<file path="config.mk">
export PLATFORM = sky130hd
export DESIGN_NAME = wsk_top
export DESIGN_NICKNAME = d
export VERILOG_FILES = /design/src/hdl/wsk_pkg.sv /design/src/hdl/wsk_top.sv
export SDC_FILE = /design/constraint.sdc
export NUM_CORES = 2
export LEC_CHECK = 0
export BUFFER_PORTS_ARGS = -buffer_cell sky130_fd_sc_hd__buf_4
export CELL_PAD_IN_SITES_DETAIL_PLACEMENT = 1
export CELL_PAD_IN_SITES_GLOBAL_PLACEMENT = 1
export CORE_ASPECT_RATIO = 1.4
export CORE_MARGIN = 2
export CORE_UTILIZATION = 45
export DETAILED_ROUTE_END_ITERATION = 8
export HOLD_SLACK_MARGIN = 0.12
export PLACE_DENSITY = 0.87
export SLEW_MARGIN = 40
export SYNTH_ARGS = -nofsm -noshare
export SYNTH_HDL_FRONTEND = slang
export SYNTH_SLANG_ARGS = --single-unit
</file>
<file path="constraint.sdc">
create_clock -name i_clock -period 15.4 [get_ports i_clock]
set_clock_uncertainty 0.15 [all_clocks]
set_input_delay 1.54 -clock i_clock [delete_from_list [all_inputs] [get_ports i_clock]]
set_output_delay 1.54 -clock i_clock [all_outputs]
set_load 0.02 [all_outputs]
</file>
<file path="src/hdl/wsk_pkg.sv">
/*
  Package for the weigh status and key block: register map, field
  positions, reset values, key indices, display states and timing.
  Assumes a 10 MHz system clock and a byte-addressed Avalon-MM bus.
*/
package wsk_pkg;
  // ----------------------------------------------------------------
  // Widths
  // ----------------------------------------------------------------
  localparam int WT_W = 24;
  localparam int ADDR_W = 8;
  localparam int DIGITS = 6;
  // ----------------------------------------------------------------
  // Register offsets (byte addresses)
  // ----------------------------------------------------------------
  localparam logic [7:0] OFS_CTRL = 8'h00;
  localparam logic [7:0] OFS_UPPER = 8'h04;
  localparam logic [7:0] OFS_LOWER = 8'h08;
  localparam logic [7:0] OFS_TARGET = 8'h0c;
  localparam logic [7:0] OFS_OVER = 8'h10;
  localparam logic [7:0] OFS_UNDER = 8'h14;
  localparam logic [7:0] OFS_FINAL = 8'h18;
  localparam logic [7:0] OFS_SP1 = 8'h1c;
  localparam logic [7:0] OFS_NEAR = 8'h20;
  localparam logic [7:0] OFS_ZRANGE = 8'h24;
  localparam logic [7:0] OFS_DIV = 8'h28;
  localparam logic [7:0] OFS_STATUS = 8'h2c;
  localparam logic [7:0] OFS_WEIGHT = 8'h30;
  localparam logic [7:0] OFS_EDIT = 8'h34;
  // ----------------------------------------------------------------
  // Control register fields
  // ----------------------------------------------------------------
  localparam int F_CMP = 0;
  localparam int F_NZSEL = 2;
  localparam int F_QDIV = 3;
  localparam int F_APM = 4;
  localparam int F_COMM = 8;
  localparam int F_FKD_TARE = 12;
  localparam int F_FKD_ZERO = 13;
  localparam int F_FKD_GN = 14;
  // ----------------------------------------------------------------
  // Status register fields
  // ----------------------------------------------------------------
  localparam int ST_LAMPS = 0;
  localparam int ST_DISP = 16;
  localparam int ST_MODE = 18;
  localparam int ST_ITEM = 20;
  // ----------------------------------------------------------------
  // Reset values
  // ----------------------------------------------------------------
  localparam logic [31:0] CTRL_RST = 32'h0000_0000;
  localparam logic [23:0] SETPT_RST = 24'h00_0000;
  localparam logic [23:0] DIV_RST = 24'h00_0001;
  // ----------------------------------------------------------------
  // Modes and keys
  // ----------------------------------------------------------------
  localparam logic [1:0] CMP_LIMIT = 2'h0;
  localparam logic [1:0] CMP_OVER = 2'h1;
  localparam logic [1:0] CMP_DISCH = 2'h2;
  localparam logic [1:0] APM_OFF = 2'h0;
  localparam logic [1:0] APM_HOLD = 2'h2;
  localparam logic [2:0] COMM_MIN = 3'h4;
  localparam logic [2:0] COMM_MAX = 3'h6;
  localparam int K_MODE = 0;
  localparam int K_ESC = 1;
  localparam int K_TARE = 2;
  localparam int K_UP = 3;
  localparam int K_ZERO = 4;
  localparam int K_DOWN = 5;
  localparam int K_GN = 6;
  localparam int K_RIGHT = 7;
  localparam int K_PRINT = 8;
  localparam int K_ENTER = 9;
  localparam int K_LOCK = 10;
  localparam int NKEY = 11;
  typedef enum logic [1:0] {
    DISP_WEIGHT, DISP_MODE, DISP_ITEM, DISP_EDIT
  } wsk_disp_t;
  // ----------------------------------------------------------------
  // Timing
  // ----------------------------------------------------------------
  localparam int CLK_HZ = 10_000_000;
  localparam int FLASH_HALF_MS = 250;
  localparam int FLASH_HALF_CYC = CLK_HZ / 1000 * FLASH_HALF_MS;
endpackage

</file>
<file path="src/hdl/wsk_top.sv">
/*
  Status lamps and front panel keys of a load-cell weighing indicator.
  Assumes the weighing engine delivers signed samples on the same clock,
  keys and the lock switch arrive as raw pins, and software sets up the
  set points over Avalon-MM.
*/
`timescale 1ns/1ps
// How it works
// - Mode 0: high above upper, pass in limits inclusive, low below lower.
// - Mode 1: same bands around target plus over, minus under.
// - Mode 2: done lamp follows the completion signal.
// - Mode 2: second lamp at final compensation, first at set point one.
// - First set point zero keeps its lamp dark.
// - Near lamp when chosen weight at or below near setting.
// - Hold lamp while held, only with auto print mode 2.
// - Zero alarm lamp flashes when zero total exceeds range limit.
// - Net lamp on while net shown, off while gross shown.
// - Centre lamp within a quarter division of true zero.
// - Quarter option adds centre of every displayed interval.
// - Mode key enters setting display, presses cycle modes 0 to 3.
// - Escape from mode or item display returns to weight.
// - Tare takes load as tare, lights tare lamp; print with tare held clears alarm.
// - Zero key zeros gross, beyond limit subtracts limit and alarms.
// - Up and down step item, or change selected digit by one.
// - Gross/net key toggles display while weight shown.
// - Right key advances mode, or moves selected digit.
// - Print sends record only with auto print 0, comm mode 4-6.
// - Enter starts editing an item, then commits the value.
// - Disable bits suppress tare, zero and gross/net keys.
// - Lock switch on rejects any setting change.
module wsk_top #(
  parameter int P_FLASH_HALF_CYC = wsk_pkg::FLASH_HALF_CYC
) (
  input wire logic i_clock,
  input wire logic i_rst_b,
  input wire logic [wsk_pkg::ADDR_W-1:0] i_address,
  input wire logic i_read,
  input wire logic i_write,
  input wire logic [31:0] i_writedata,
  output logic [31:0] o_readdata,
  output logic o_waitrequest,
  input wire logic [wsk_pkg::WT_W-1:0] i_raw_weight,
  input wire logic i_sample_valid,
  input wire logic i_complete,
  input wire logic i_stable,
  input wire logic i_hold,
  input wire logic i_key_mode,
  input wire logic i_escape_key,
  input wire logic i_key_tare,
  input wire logic i_key_up,
  input wire logic i_key_zero,
  input wire logic i_key_down,
  input wire logic i_key_gross_net,
  input wire logic i_key_right,
  input wire logic i_key_print,
  input wire logic i_key_enter,
  input wire logic i_lock_switch,
  output logic o_high_band_lamp,
  output logic o_pass_band_lamp,
  output logic o_low_band_lamp,
  output logic o_discharge_done_lamp,
  output logic o_second_setpoint_lamp,
  output logic o_first_setpoint_lamp,
  output logic o_near_empty_lamp,
  output logic o_hold_lamp,
  output logic o_zeroing_alarm_lamp,
  output logic o_steady_weight_lamp,
  output logic o_tare_lamp,
  output logic o_net_lamp,
  output logic o_centre_zero_lamp,
  output logic o_print_req,
  output logic o_commit_valid,
  output logic [1:0] o_commit_mode,
  output logic [7:0] o_commit_item,
  output logic [wsk_pkg::WT_W-1:0] o_commit_value
);
  import wsk_pkg::*;

  function automatic logic [WT_W-1:0] mag(input logic signed [WT_W-1:0] v);
    mag = v[WT_W-1] ? WT_W'(-v) : v;
  endfunction

  // ----------------------------------------------------------------
  // Reset release and pin synchronisers
  // ----------------------------------------------------------------
  logic [1:0] rst_sync_reg;
  logic rst_n;
  always_ff @(posedge i_clock or negedge i_rst_b) begin
    if (!i_rst_b) rst_sync_reg <= 2'h0;
    else rst_sync_reg <= {rst_sync_reg[0], 1'b1};
  end
  assign rst_n = rst_sync_reg[1];

  logic [NKEY-1:0] pins, k1_reg, k2_reg, k3_reg, press, held;
  assign pins = {i_lock_switch, i_key_enter, i_key_print, i_key_right,
                 i_key_gross_net, i_key_down, i_key_zero, i_key_up,
                 i_key_tare, i_escape_key, i_key_mode};
  always_ff @(posedge i_clock or negedge rst_n) begin
    if (!rst_n) begin
      k1_reg <= '0;
      k2_reg <= '0;
      k3_reg <= '0;
    end else begin
      k1_reg <= pins;
      k2_reg <= k1_reg;
      k3_reg <= k2_reg;
    end
  end
  assign held = k2_reg;
  assign press = k2_reg & ~k3_reg;
  logic lock;
  assign lock = held[K_LOCK];

  // ----------------------------------------------------------------
  // Avalon-MM slave: one wait cycle, then answer
  // ----------------------------------------------------------------
  logic [31:0] ctrl_reg, ctrl_next, rdata_next;
  logic [WT_W-1:0] cfg_reg [OFS_UPPER[7:2]:OFS_DIV[7:2]];
  logic [WT_W-1:0] cfg_next [OFS_UPPER[7:2]:OFS_DIV[7:2]];
  logic wait_next, wr_go;
  logic [31:0] status;
  logic signed [WT_W-1:0] shown;
  logic [WT_W-1:0] edit_reg;
  assign wr_go = i_write && !o_waitrequest;
  always_comb begin
    ctrl_next = ctrl_reg;
    cfg_next = cfg_reg;
    wait_next = !((i_read || i_write) && o_waitrequest);
    rdata_next = o_readdata;
    // Settings freeze while locked, so a bus write cannot slip past it
    if (wr_go && !lock) begin
      if (i_address == OFS_CTRL) ctrl_next = i_writedata;
      else if (i_address >= OFS_UPPER && i_address <= OFS_DIV &&
               i_address[1:0] == 2'h0)
        cfg_next[i_address[7:2]] = i_writedata[WT_W-1:0];
    end
    if (i_read && o_waitrequest) begin
      rdata_next = 32'h0;
      if (i_address == OFS_CTRL) rdata_next = ctrl_reg;
      else if (i_address >= OFS_UPPER && i_address <= OFS_DIV &&
               i_address[1:0] == 2'h0)
        rdata_next = {8'h0, cfg_reg[i_address[7:2]]};
      else if (i_address == OFS_STATUS) rdata_next = status;
      else if (i_address == OFS_WEIGHT) rdata_next = 32'(shown);
      else if (i_address == OFS_EDIT) rdata_next = {8'h0, edit_reg};
    end
  end
  always_ff @(posedge i_clock or negedge rst_n) begin
    if (!rst_n) begin
      ctrl_reg <= CTRL_RST;
      for (int i = OFS_UPPER[7:2]; i <= OFS_DIV[7:2]; i++)
        cfg_reg[i] <= (i == OFS_DIV[7:2]) ? DIV_RST : SETPT_RST;
      o_waitrequest <= 1'b1;
      o_readdata <= 32'h0;
    end else begin
      ctrl_reg <= ctrl_next;
      cfg_reg <= cfg_next;
      o_waitrequest <= wait_next;
      o_readdata <= rdata_next;
    end
  end
  logic [1:0] cmp_mode, apm;
  logic [2:0] comm;
  assign cmp_mode = ctrl_reg[F_CMP +: 2];
  assign apm = ctrl_reg[F_APM +: 2];
  assign comm = ctrl_reg[F_COMM +: 3];

  // ----------------------------------------------------------------
  // Weighing state: zero, tare, gross/net, alarms, print
  // ----------------------------------------------------------------
  logic signed [WT_W-1:0] raw_reg, zoff_reg, tare_reg, gross, net;
  logic signed [WT_W-1:0] raw_next, zoff_next, tare_next;
  logic net_reg, net_next, tared_reg, tared_next;
  logic zeroing_alarm_lamp_reg, zeroing_alarm_lamp_next, talm_reg, talm_next, prt_next;
  logic tare_go, zero_go, gn_go, zero_over;
  logic signed [WT_W:0] zsum;
  logic [WT_W-1:0] dz;
  wsk_disp_t disp_reg, disp_next;
  assign dz = cfg_reg[OFS_ZRANGE[7:2]];
  assign gross = raw_reg - zoff_reg;
  assign net = gross - tare_reg;
  assign shown = net_reg ? net : gross;
  assign tare_go = press[K_TARE] && !ctrl_reg[F_FKD_TARE];
  assign zero_go = press[K_ZERO] && !ctrl_reg[F_FKD_ZERO];
  assign gn_go = press[K_GN] && !ctrl_reg[F_FKD_GN] &&
                 disp_reg == DISP_WEIGHT;
  assign zsum = (WT_W+1)'(zoff_reg) + (WT_W+1)'(gross);
  assign zero_over = (zsum[WT_W] ? -zsum : zsum) > (WT_W+1)'(dz);
  always_comb begin
    raw_next = i_sample_valid ? i_raw_weight : raw_reg;
    zoff_next = zoff_reg;
    tare_next = tare_reg;
    tared_next = tared_reg;
    net_next = net_reg;
    if (zero_go) begin
      // Beyond the range only the limit itself is taken off
      if (zero_over) zoff_next = gross[WT_W-1] ? zoff_reg - dz
                                               : zoff_reg + dz;
      else zoff_next = zsum[WT_W-1:0];
    end
    if (tare_go) begin
      tare_next = gross;
      tared_next = 1'b1;
    end
    if (gn_go) net_next = !net_reg;
    // Set wins over clear for both alarms
    zeroing_alarm_lamp_next = (zero_go && zero_over) ||
                (zeroing_alarm_lamp_reg && !(press[K_PRINT] && held[K_ZERO]));
    talm_next = (tare_go && gross[WT_W-1]) ||
                (talm_reg && !(press[K_PRINT] && held[K_TARE]));
    prt_next = press[K_PRINT] && !held[K_TARE] && !held[K_ZERO] &&
               apm == APM_OFF && comm >= COMM_MIN &&
               comm <= COMM_MAX;
  end
  always_ff @(posedge i_clock or negedge rst_n) begin
    if (!rst_n) begin
      raw_reg <= '0;
      zoff_reg <= '0;
      tare_reg <= '0;
      tared_reg <= 1'b0;
      net_reg <= 1'b0;
      zeroing_alarm_lamp_reg <= 1'b0;
      talm_reg <= 1'b0;
      o_print_req <= 1'b0;
    end else begin
      raw_reg <= raw_next;
      zoff_reg <= zoff_next;
      tare_reg <= tare_next;
      tared_reg <= tared_next;
      net_reg <= net_next;
      zeroing_alarm_lamp_reg <= zeroing_alarm_lamp_next;
      talm_reg <= talm_next;
      o_print_req <= prt_next;
    end
  end

  // ----------------------------------------------------------------
  // Display navigation and value editing
  // ----------------------------------------------------------------
  logic [1:0] mode_reg, mode_next;
  logic [7:0] item_reg, item_next;
  logic [2:0] dig_reg, dig_next;
  logic [WT_W-1:0] edit_next;
  logic rej_reg, rej_next, com_next;
  logic [3:0] d;
  always_comb begin
    disp_next = disp_reg;
    mode_next = mode_reg;
    item_next = item_reg;
    dig_next = dig_reg;
    edit_next = edit_reg;
    rej_next = rej_reg;
    com_next = 1'b0;
    d = edit_reg[dig_reg*4 +: 4];
    unique case (disp_reg)
      DISP_WEIGHT: if (press[K_MODE]) begin
        disp_next = DISP_MODE;
        mode_next = 2'h0;
      end
      DISP_MODE: begin
        if (press[K_ESC]) disp_next = DISP_WEIGHT;
        else if (press[K_MODE] || press[K_RIGHT])
          mode_next = mode_reg + 2'h1;
        else if (press[K_UP] || press[K_DOWN]) begin
          disp_next = DISP_ITEM;
          item_next = 8'h0;
        end
      end
      DISP_ITEM: begin
        if (press[K_ESC]) disp_next = DISP_WEIGHT;
        else if (press[K_UP]) item_next = item_reg + 8'h1;
        else if (press[K_DOWN]) item_next = item_reg - 8'h1;
        else if (press[K_ENTER]) begin
          disp_next = DISP_EDIT;
          edit_next = '0;
          dig_next = 3'h0;
        end
      end
      DISP_EDIT: begin
        if (press[K_ESC]) disp_next = DISP_WEIGHT;
        else if (press[K_UP])
          edit_next[dig_reg*4 +: 4] = (d == 4'h9) ? 4'h0 : d + 4'h1;
        else if (press[K_DOWN])
          edit_next[dig_reg*4 +: 4] = (d == 4'h0) ? 4'h9 : d - 4'h1;
        else if (press[K_RIGHT])
          dig_next = (dig_reg == 3'(DIGITS-1)) ? 3'h0
                                               : dig_reg + 3'h1;
        else if (press[K_ENTER]) begin
          disp_next = DISP_ITEM;
          com_next = !lock;
          rej_next = lock;
        end
      end
    endcase
  end
  always_ff @(posedge i_clock or negedge rst_n) begin
    if (!rst_n) begin
      disp_reg <= DISP_WEIGHT;
      mode_reg <= 2'h0;
      item_reg <= 8'h0;
      dig_reg <= 3'h0;
      edit_reg <= '0;
      rej_reg <= 1'b0;
      o_commit_valid <= 1'b0;
      o_commit_mode <= 2'h0;
      o_commit_item <= 8'h0;
      o_commit_value <= '0;
    end else begin
      disp_reg <= disp_next;
      mode_reg <= mode_next;
      item_reg <= item_next;
      dig_reg <= dig_next;
      edit_reg <= edit_next;
      rej_reg <= rej_next;
      o_commit_valid <= com_next;
      if (com_next) begin
        o_commit_mode <= mode_reg;
        o_commit_item <= item_reg;
        o_commit_value <= edit_reg;
      end
    end
  end

  // ----------------------------------------------------------------
  // Flash divider: phase toggles each half period
  // ----------------------------------------------------------------
  logic [31:0] fcnt_reg, fcnt_next;
  logic phase_reg, phase_next;
  always_comb begin
    fcnt_next = fcnt_reg + 32'h1;
    phase_next = phase_reg;
    if (fcnt_reg >= 32'(P_FLASH_HALF_CYC - 1)) begin
      fcnt_next = 32'h0;
      phase_next = !phase_reg;
    end
  end
  always_ff @(posedge i_clock or negedge rst_n) begin
    if (!rst_n) begin
      fcnt_reg <= 32'h0;
      phase_reg <= 1'b0;
    end else begin
      fcnt_reg <= fcnt_next;
      phase_reg <= phase_next;
    end
  end

  // ----------------------------------------------------------------
  // Lamps, evaluated every cycle from the latest sample
  // ----------------------------------------------------------------
  logic signed [WT_W+1:0] w, up, lo, hi1, lo1;
  logic [WT_W-1:0] aw, divv, rem, sp1;
  logic [13:0] lamp_next, lamps;
  logic in_q;
  assign w = (WT_W+2)'(shown);
  assign sp1 = cfg_reg[OFS_SP1[7:2]];
  assign divv = cfg_reg[OFS_DIV[7:2]];
  assign aw = mag(shown);
  // Modulo is costly but the division is a free setting, not a power of 2
  assign rem = (divv == '0) ? aw : aw % divv;
  always_comb begin
    up = (WT_W+2)'($signed(cfg_reg[OFS_UPPER[7:2]]));
    lo = (WT_W+2)'($signed(cfg_reg[OFS_LOWER[7:2]]));
    hi1 = (WT_W+2)'($signed(cfg_reg[OFS_TARGET[7:2]])) +
          (WT_W+2)'($signed(cfg_reg[OFS_OVER[7:2]]));
    lo1 = (WT_W+2)'($signed(cfg_reg[OFS_TARGET[7:2]])) -
          (WT_W+2)'($signed(cfg_reg[OFS_UNDER[7:2]]));
    lamp_next = '0;
    in_q = {aw, 2'h0} <= {2'h0, divv};
    if (ctrl_reg[F_QDIV])
      in_q = in_q || ({rem, 2'h0} <= {2'h0, divv}) ||
             ({divv - rem, 2'h0} <= {2'h0, divv});
    unique case (cmp_mode)
      CMP_LIMIT: begin
        lamp_next[0] = w > up;
        lamp_next[1] = w >= lo && w <= up;
        lamp_next[2] = w < lo;
      end
      CMP_OVER: begin
        lamp_next[0] = w > hi1;
        lamp_next[1] = w >= lo1 && w <= hi1;
        lamp_next[2] = w < lo1;
      end
      CMP_DISCH: begin
        lamp_next[3] = i_complete;
        lamp_next[4] = w >=
                       (WT_W+2)'($signed(cfg_reg[OFS_FINAL[7:2]]));
        lamp_next[5] = sp1 != '0 &&
                       w >= (WT_W+2)'($signed(sp1));
      end
      default: lamp_next[2:0] = 3'h0;
    endcase
    lamp_next[6] = (ctrl_reg[F_NZSEL] ? net : gross) <=
                   $signed(cfg_reg[OFS_NEAR[7:2]]);
    lamp_next[7] = i_hold && apm == APM_HOLD;
    lamp_next[8] = (zeroing_alarm_lamp_reg || mag(zoff_reg) > dz) && phase_reg;
    lamp_next[9] = i_stable;
    lamp_next[10] = tared_reg;
    lamp_next[11] = net_reg;
    lamp_next[12] = in_q;
    lamp_next[13] = talm_reg;
  end
  always_ff @(posedge i_clock or negedge rst_n) begin
    if (!rst_n) lamps <= '0;
    else lamps <= lamp_next;
  end
  assign {o_centre_zero_lamp, o_net_lamp, o_tare_lamp,
          o_steady_weight_lamp, o_zeroing_alarm_lamp, o_hold_lamp,
          o_near_empty_lamp, o_first_setpoint_lamp,
          o_second_setpoint_lamp, o_discharge_done_lamp,
          o_low_band_lamp, o_pass_band_lamp,
          o_high_band_lamp} = lamps[12:0];
  always_comb begin
    status = 32'h0;
    status[ST_LAMPS +: 16] = {rej_reg, zeroing_alarm_lamp_reg, lamps};
    status[ST_DISP +: 2] = disp_reg;
    status[ST_MODE +: 2] = mode_reg;
    status[ST_ITEM +: 8] = item_reg;
  end
endmodule

</file>
==> results of run 1 <==
-- kinds of logic after synthesis --
group,Yosys count,synth area share
XOR/XNOR,392,0.0594
adder cells (fa/ha/maj),777,0.169
other,2,0.000130
AO/OA/AOI/OAI,1974,0.223
flip-flops,538,0.232
multiplexers,406,0.0831
AND/OR/NAND/NOR,2284,0.189
buffers and inverters,671,0.0439
-- metrics by stage --
| stage | TNS [ps] | std cells | cell area, µm² | hold slack, ps |
|---|---|---|---|---|
| after floorplan | -38480 | 7053 | 59000 | 181 |
| after global placement | -39380 | 10300 | 74000 | 183 |
| after detailed placement | -42510 | 10300 | 74200 | 159 |
| after CTS | -38690 | 10600 | 78800 | 167 |
-- metal layers --
layer / overflow / GRT usage
met5: 1 / 0.152
met1: 1 / 0.638
met4: 31 / 0.703
met3: 10 / 0.466
met2: 16 / 0.878
-- cell usage after synthesis, drive strengths merged, types with 173 or more instances --
cell / instances / share of area
ha: 768 / 0.17
nand2: 666 / 0.043
nor2: 565 / 0.037
dfrtp: 536 / 0.23
o21ai: 504 / 0.044
a21oi: 462 / 0.040
inv: 429 / 0.028
mux2: 317 / 0.062
xnor2: 252 / 0.038
nor3: 212 / 0.019
clkbuf: 198 / 0.013
a21o: 175 / 0.023
o21a: 173 / 0.022
-- what timing repair did --
item	CTS
gates cloned	2
buffers inserted	197
gates resized for setup	287
endpoints found under the setup margin	1
hold endpoints to repair	0
pin swaps	219
==> results.yml, run 1 <==
status:
  run_status: "stopped before the end"
  failing_step: "5_1_grt"
  stop_error: "[ERROR GRT-0116] Global routing finished with congestion. Check the congestion regions in the DRC Viewer."
global_routing:
  grt_pass1_vias: 92500
  grtUsageTotal: 0.665
  overflow: 59
  grt_pass1_wl_um: 657000
  grt_start_max_net_pins: 110
yosys:
  synthCells: 7044
  avgSynthCellArea_um2: 8.23
  postSynth.asyncResetShare: 1.00
  synth_seq_area_share: 0.232
  ys.flop_type: "dfrtp_1"
  yosys_warnings: 0
  ys_seq_elements: 538
  synth_edf_count: 0
  synth_area_mm2: 0.0579
  synth_cell_types: 113
die:
  die_x_um: 307
  rows: 155
  io_pins: 165
  initial_utilization: 0.454
  die_h_um: 429
clock_tree:
  clkSinkCount: 538
  clockRootBuffer: "clkbuf_16"
  hold_buffers: 0
  h-tree-depth: 2
  cts_buffers: 49
  cts_max_path_buffers: 3
placed_design:
  dp_hpwl_um: 241000
  place_ws_ps: -42510
  io_buffers: 164
  place.gp.congestion: 1.04
==> inputs of run 2 (changes only) <==
Settings changed: CELL_PAD_IN_SITES_DETAIL_PLACEMENT 1 to not set, CELL_PAD_IN_SITES_GLOBAL_PLACEMENT 1 to not set, CORE_ASPECT_RATIO 1.4 to not set, CORE_UTILIZATION 45 to 30, HOLD_SLACK_MARGIN 0.12 to not set, PLACE_DENSITY 0.87 to not set, PLACE_DENSITY_LB_ADDON set to 0.15.
Clock period 15.4 ns to 20 ns, I/O delays scaled along.
==> run 2 against run 1 <==
The flow now finishes, with violations (negative setup slack). Synthesized cell count unchanged. Area after synthesis unchanged.
==> results.yml, run 2 <==
status:
  run_status: "finished with violations"
  failed_checks: "negative setup slack"
yosys:
  synth_compound_area_frac: 0.223
  yosys.area_share.xor_xnor: 0.0594
  avgSynthCellArea_um2: 8.23
  yosys_warnings: 0
  synthSimpleGateAreaFrac: 0.189
  synthTopCellsByCount: "ha_1 (768), nand2_1 (666), nor2_1 (565)"
  synth_area_mm2: 0.0579
  synth_top_area_frac: 0.231
  yosysMostFrequentCell: "ha_1"
  synth_top_area_cell: "dfrtp_1"
  synth_cell_types: 113
  synth_seq_area_share: 0.232
  synth_area_leaders: "dfrtp_1 (23%), ha_1 (17%), mux2_2 (6.1%), nand2_1 (4.3%), o21ai_0 (4.1%)"
  synth_edf_count: 0
  ys.flop_type: "dfrtp_1"
  ys_seq_elements: 538
  synthCells: 7044
  muxShareOfSynthArea: 0.0831
  synth_top_family_by_area: "compound AO/OA/AOI/OAI gates"
  synthAdderAreaFrac: 0.169
  postSynth.asyncResetShare: 1.00
setup_path:
  worstPathRequired_ps: 20460
  critPathArrivalTime_ps: 54400
  critPathSlowestCell: "or4b_4"
  worst-path-max-fanout: 8
  startpoint_type: "register"
  reg2reg_slack_ps: -33940
  cpMostUsedCell: "o21a_1"
  ff2ff_path_depth: 284
  path_depth: 284
  cp-end-kind: "register"
  startpoint: "raw_reg[0]$_DFFE_PN0P_"
  crit_family: "compound AO/OA/AOI/OAI gates"
  r2r-end: "lamps[12]$_DFF_PN0_"
  reg2reg_from: "raw_reg[0]$_DFFE_PN0P_"
  worst-setup-path-type: "reg2reg"
  cp-endpoint: "lamps[12]$_DFF_PN0_"
  worst-path-buf-inv: 24
  critPathMaxStageDelay_ps: 560
global_routing:
  grt_pass1_wl_um: 388000
  grtUsageTotal: 0.259
  overflow: 0
  antenna_found_initial: 8
  grt_start_max_net_pins: 134
  grt_pass1_vias: 60600
clock_tree:
  hold_buffers: 0
  cts_buffers: 59
  h-tree-depth: 2
  clkSinkCount: 538
  clk_pin_slew_ps: 60
  insertion_delay_ps: 690
  tritoncts: "yes"
  clockRootBuffer: "clkbuf_16"
  cts_max_path_buffers: 3
layout:
  final_cell_mix: "buf_4 (1993), ha_1 (751), nand2_1 (656)"
  antenna_cells: 0
  largest_reg_flops: 168
  nets: 9753
  layout-drive-gt1-share: 0.316
  areaGrowthSynthToFinish_pct: 36.5
  final_cells: 11500
  layout.cells.most_common: "buf_4"
placed_design:
  dp_cells: 11300
  dp_hpwl_um: 211000
  io_buffers: 164
  place.gp.congestion: 0.954
die:
  rows: 161
  initial_utilization: 0.302
  die_h_um: 443
  dieArea_mm2: 0.197
  core_mm2: 0.192
  die_x_um: 443
  io_pins: 165
sta:
  finalMaxSlewViolations: 0
  slew_headroom: 0.360
  worst_pin_slew_ps: 960
  max_freq_mhz: 18.5
  fin_crit_ps: 53940
  setup_slack_ps: -33940
  setup_violations: 1
  period_share: 2.70
  rsz0062_at_grt: "yes"
  hold_viol_final: 0
drt:
  drc: 0
  post_drt_wl_per_cell_um: 22.8
  antenna_left: 0
  drt_pre_antenna_iters: 9
  drt_first_iter_violations: 4391
  routed_wl_um: 262000
  vias: 61100
  vias_per_cell: 5.32
job:
  cap_violations: 0
min_path:
  hp-class: "reg2reg"
==> run 2: cell counts after synthesis <==
Identical to the previous run, type by type.
==> run 2: how the worst min path moves through the flow <==
stage	to	slack (ps)	startpoint	depth (start not counted)
final	held[4]$_DFF_PN0_	190	k1_reg[4]$_DFF_PN0_	0
after detailed placement	rst_sync_reg[1]$_DFF_PN0_	190	rst_sync_reg[0]$_DFF_PN0_	0
after floorplan	held[0]$_DFF_PN0_	180	k1_reg[0]$_DFF_PN0_	0
after global routing	held[4]$_DFF_PN0_	200	k1_reg[4]$_DFF_PN0_	0
after global placement	held[7]$_DFF_PN0_	180	k1_reg[7]$_DFF_PN0_	0
after CTS	held[3]$_DFF_PN0_	200	k1_reg[3]$_DFF_PN0_	0
==> run 2: per-stage QoR <==
| stage | setup TNS, ps | setup WS (ps) | hold slack (ps) | util | area [µm²] |
|---|---|---|---|---|---|
| after global routing | -37660 | -37660 | 203 | 0.411 | 79100 |
| after global placement | -35830 | -35830 | 184 | 0.393 | 75500 |
| final | -33940 | -33940 | 195 | 0.411 | 79100 |
| after detailed placement | -36740 | -36740 | 187 | 0.394 | 75700 |
| after CTS | -33830 | -33830 | 196 | 0.410 | 78800 |
| after floorplan | -33880 | -33880 | 181 | - | 59000 |
==> run 2: area by class of cell <==
| type | count | area, µm² |
|---|---|---|
| well taps | 2526 | 3160 |
| flip-flops and latches | 538 | 13500 |
| clock inverters | 39 | 414 |
| fillers | 19700 | 113000 |
| clock buffers | 72 | 1570 |
| repair buffers | 2019 | 15400 |
| multi-input cells | 5844 | 43500 |
| inverters | 431 | 1620 |
==> run 2: what timing repair did <==
| item | in CTS | in global routing |
|---|---|---|
| gates cloned | 3 | 0 |
| resized for setup | 114 | 36 |
| pin swaps | 99 | 47 |
| setup endpoints to repair | 1 | 1 |
| buffers inserted | 73 | 11 |
==> run 2: cell families after synthesis <==
logic type | Yosys count
other | 2
muxes | 406
adders and majority gates | 777
AOI/OAI and AO/OA | 1974
buffers and inverters | 671
DFF | 538
xor gates and xnor gates | 392
and+or+nand+nor | 2284
==> run 2: layer usage <==
layer,GRT usage,routed length (µm)
met1,0.342,116000
met2,0.441,123000
met3,0.0245,12400
met4,0.0902,10500
met5,0,43
Power of run 2 is not shown: default switching activity piles up to over one toggle a cycle in this logic, so the estimate is an artifact.
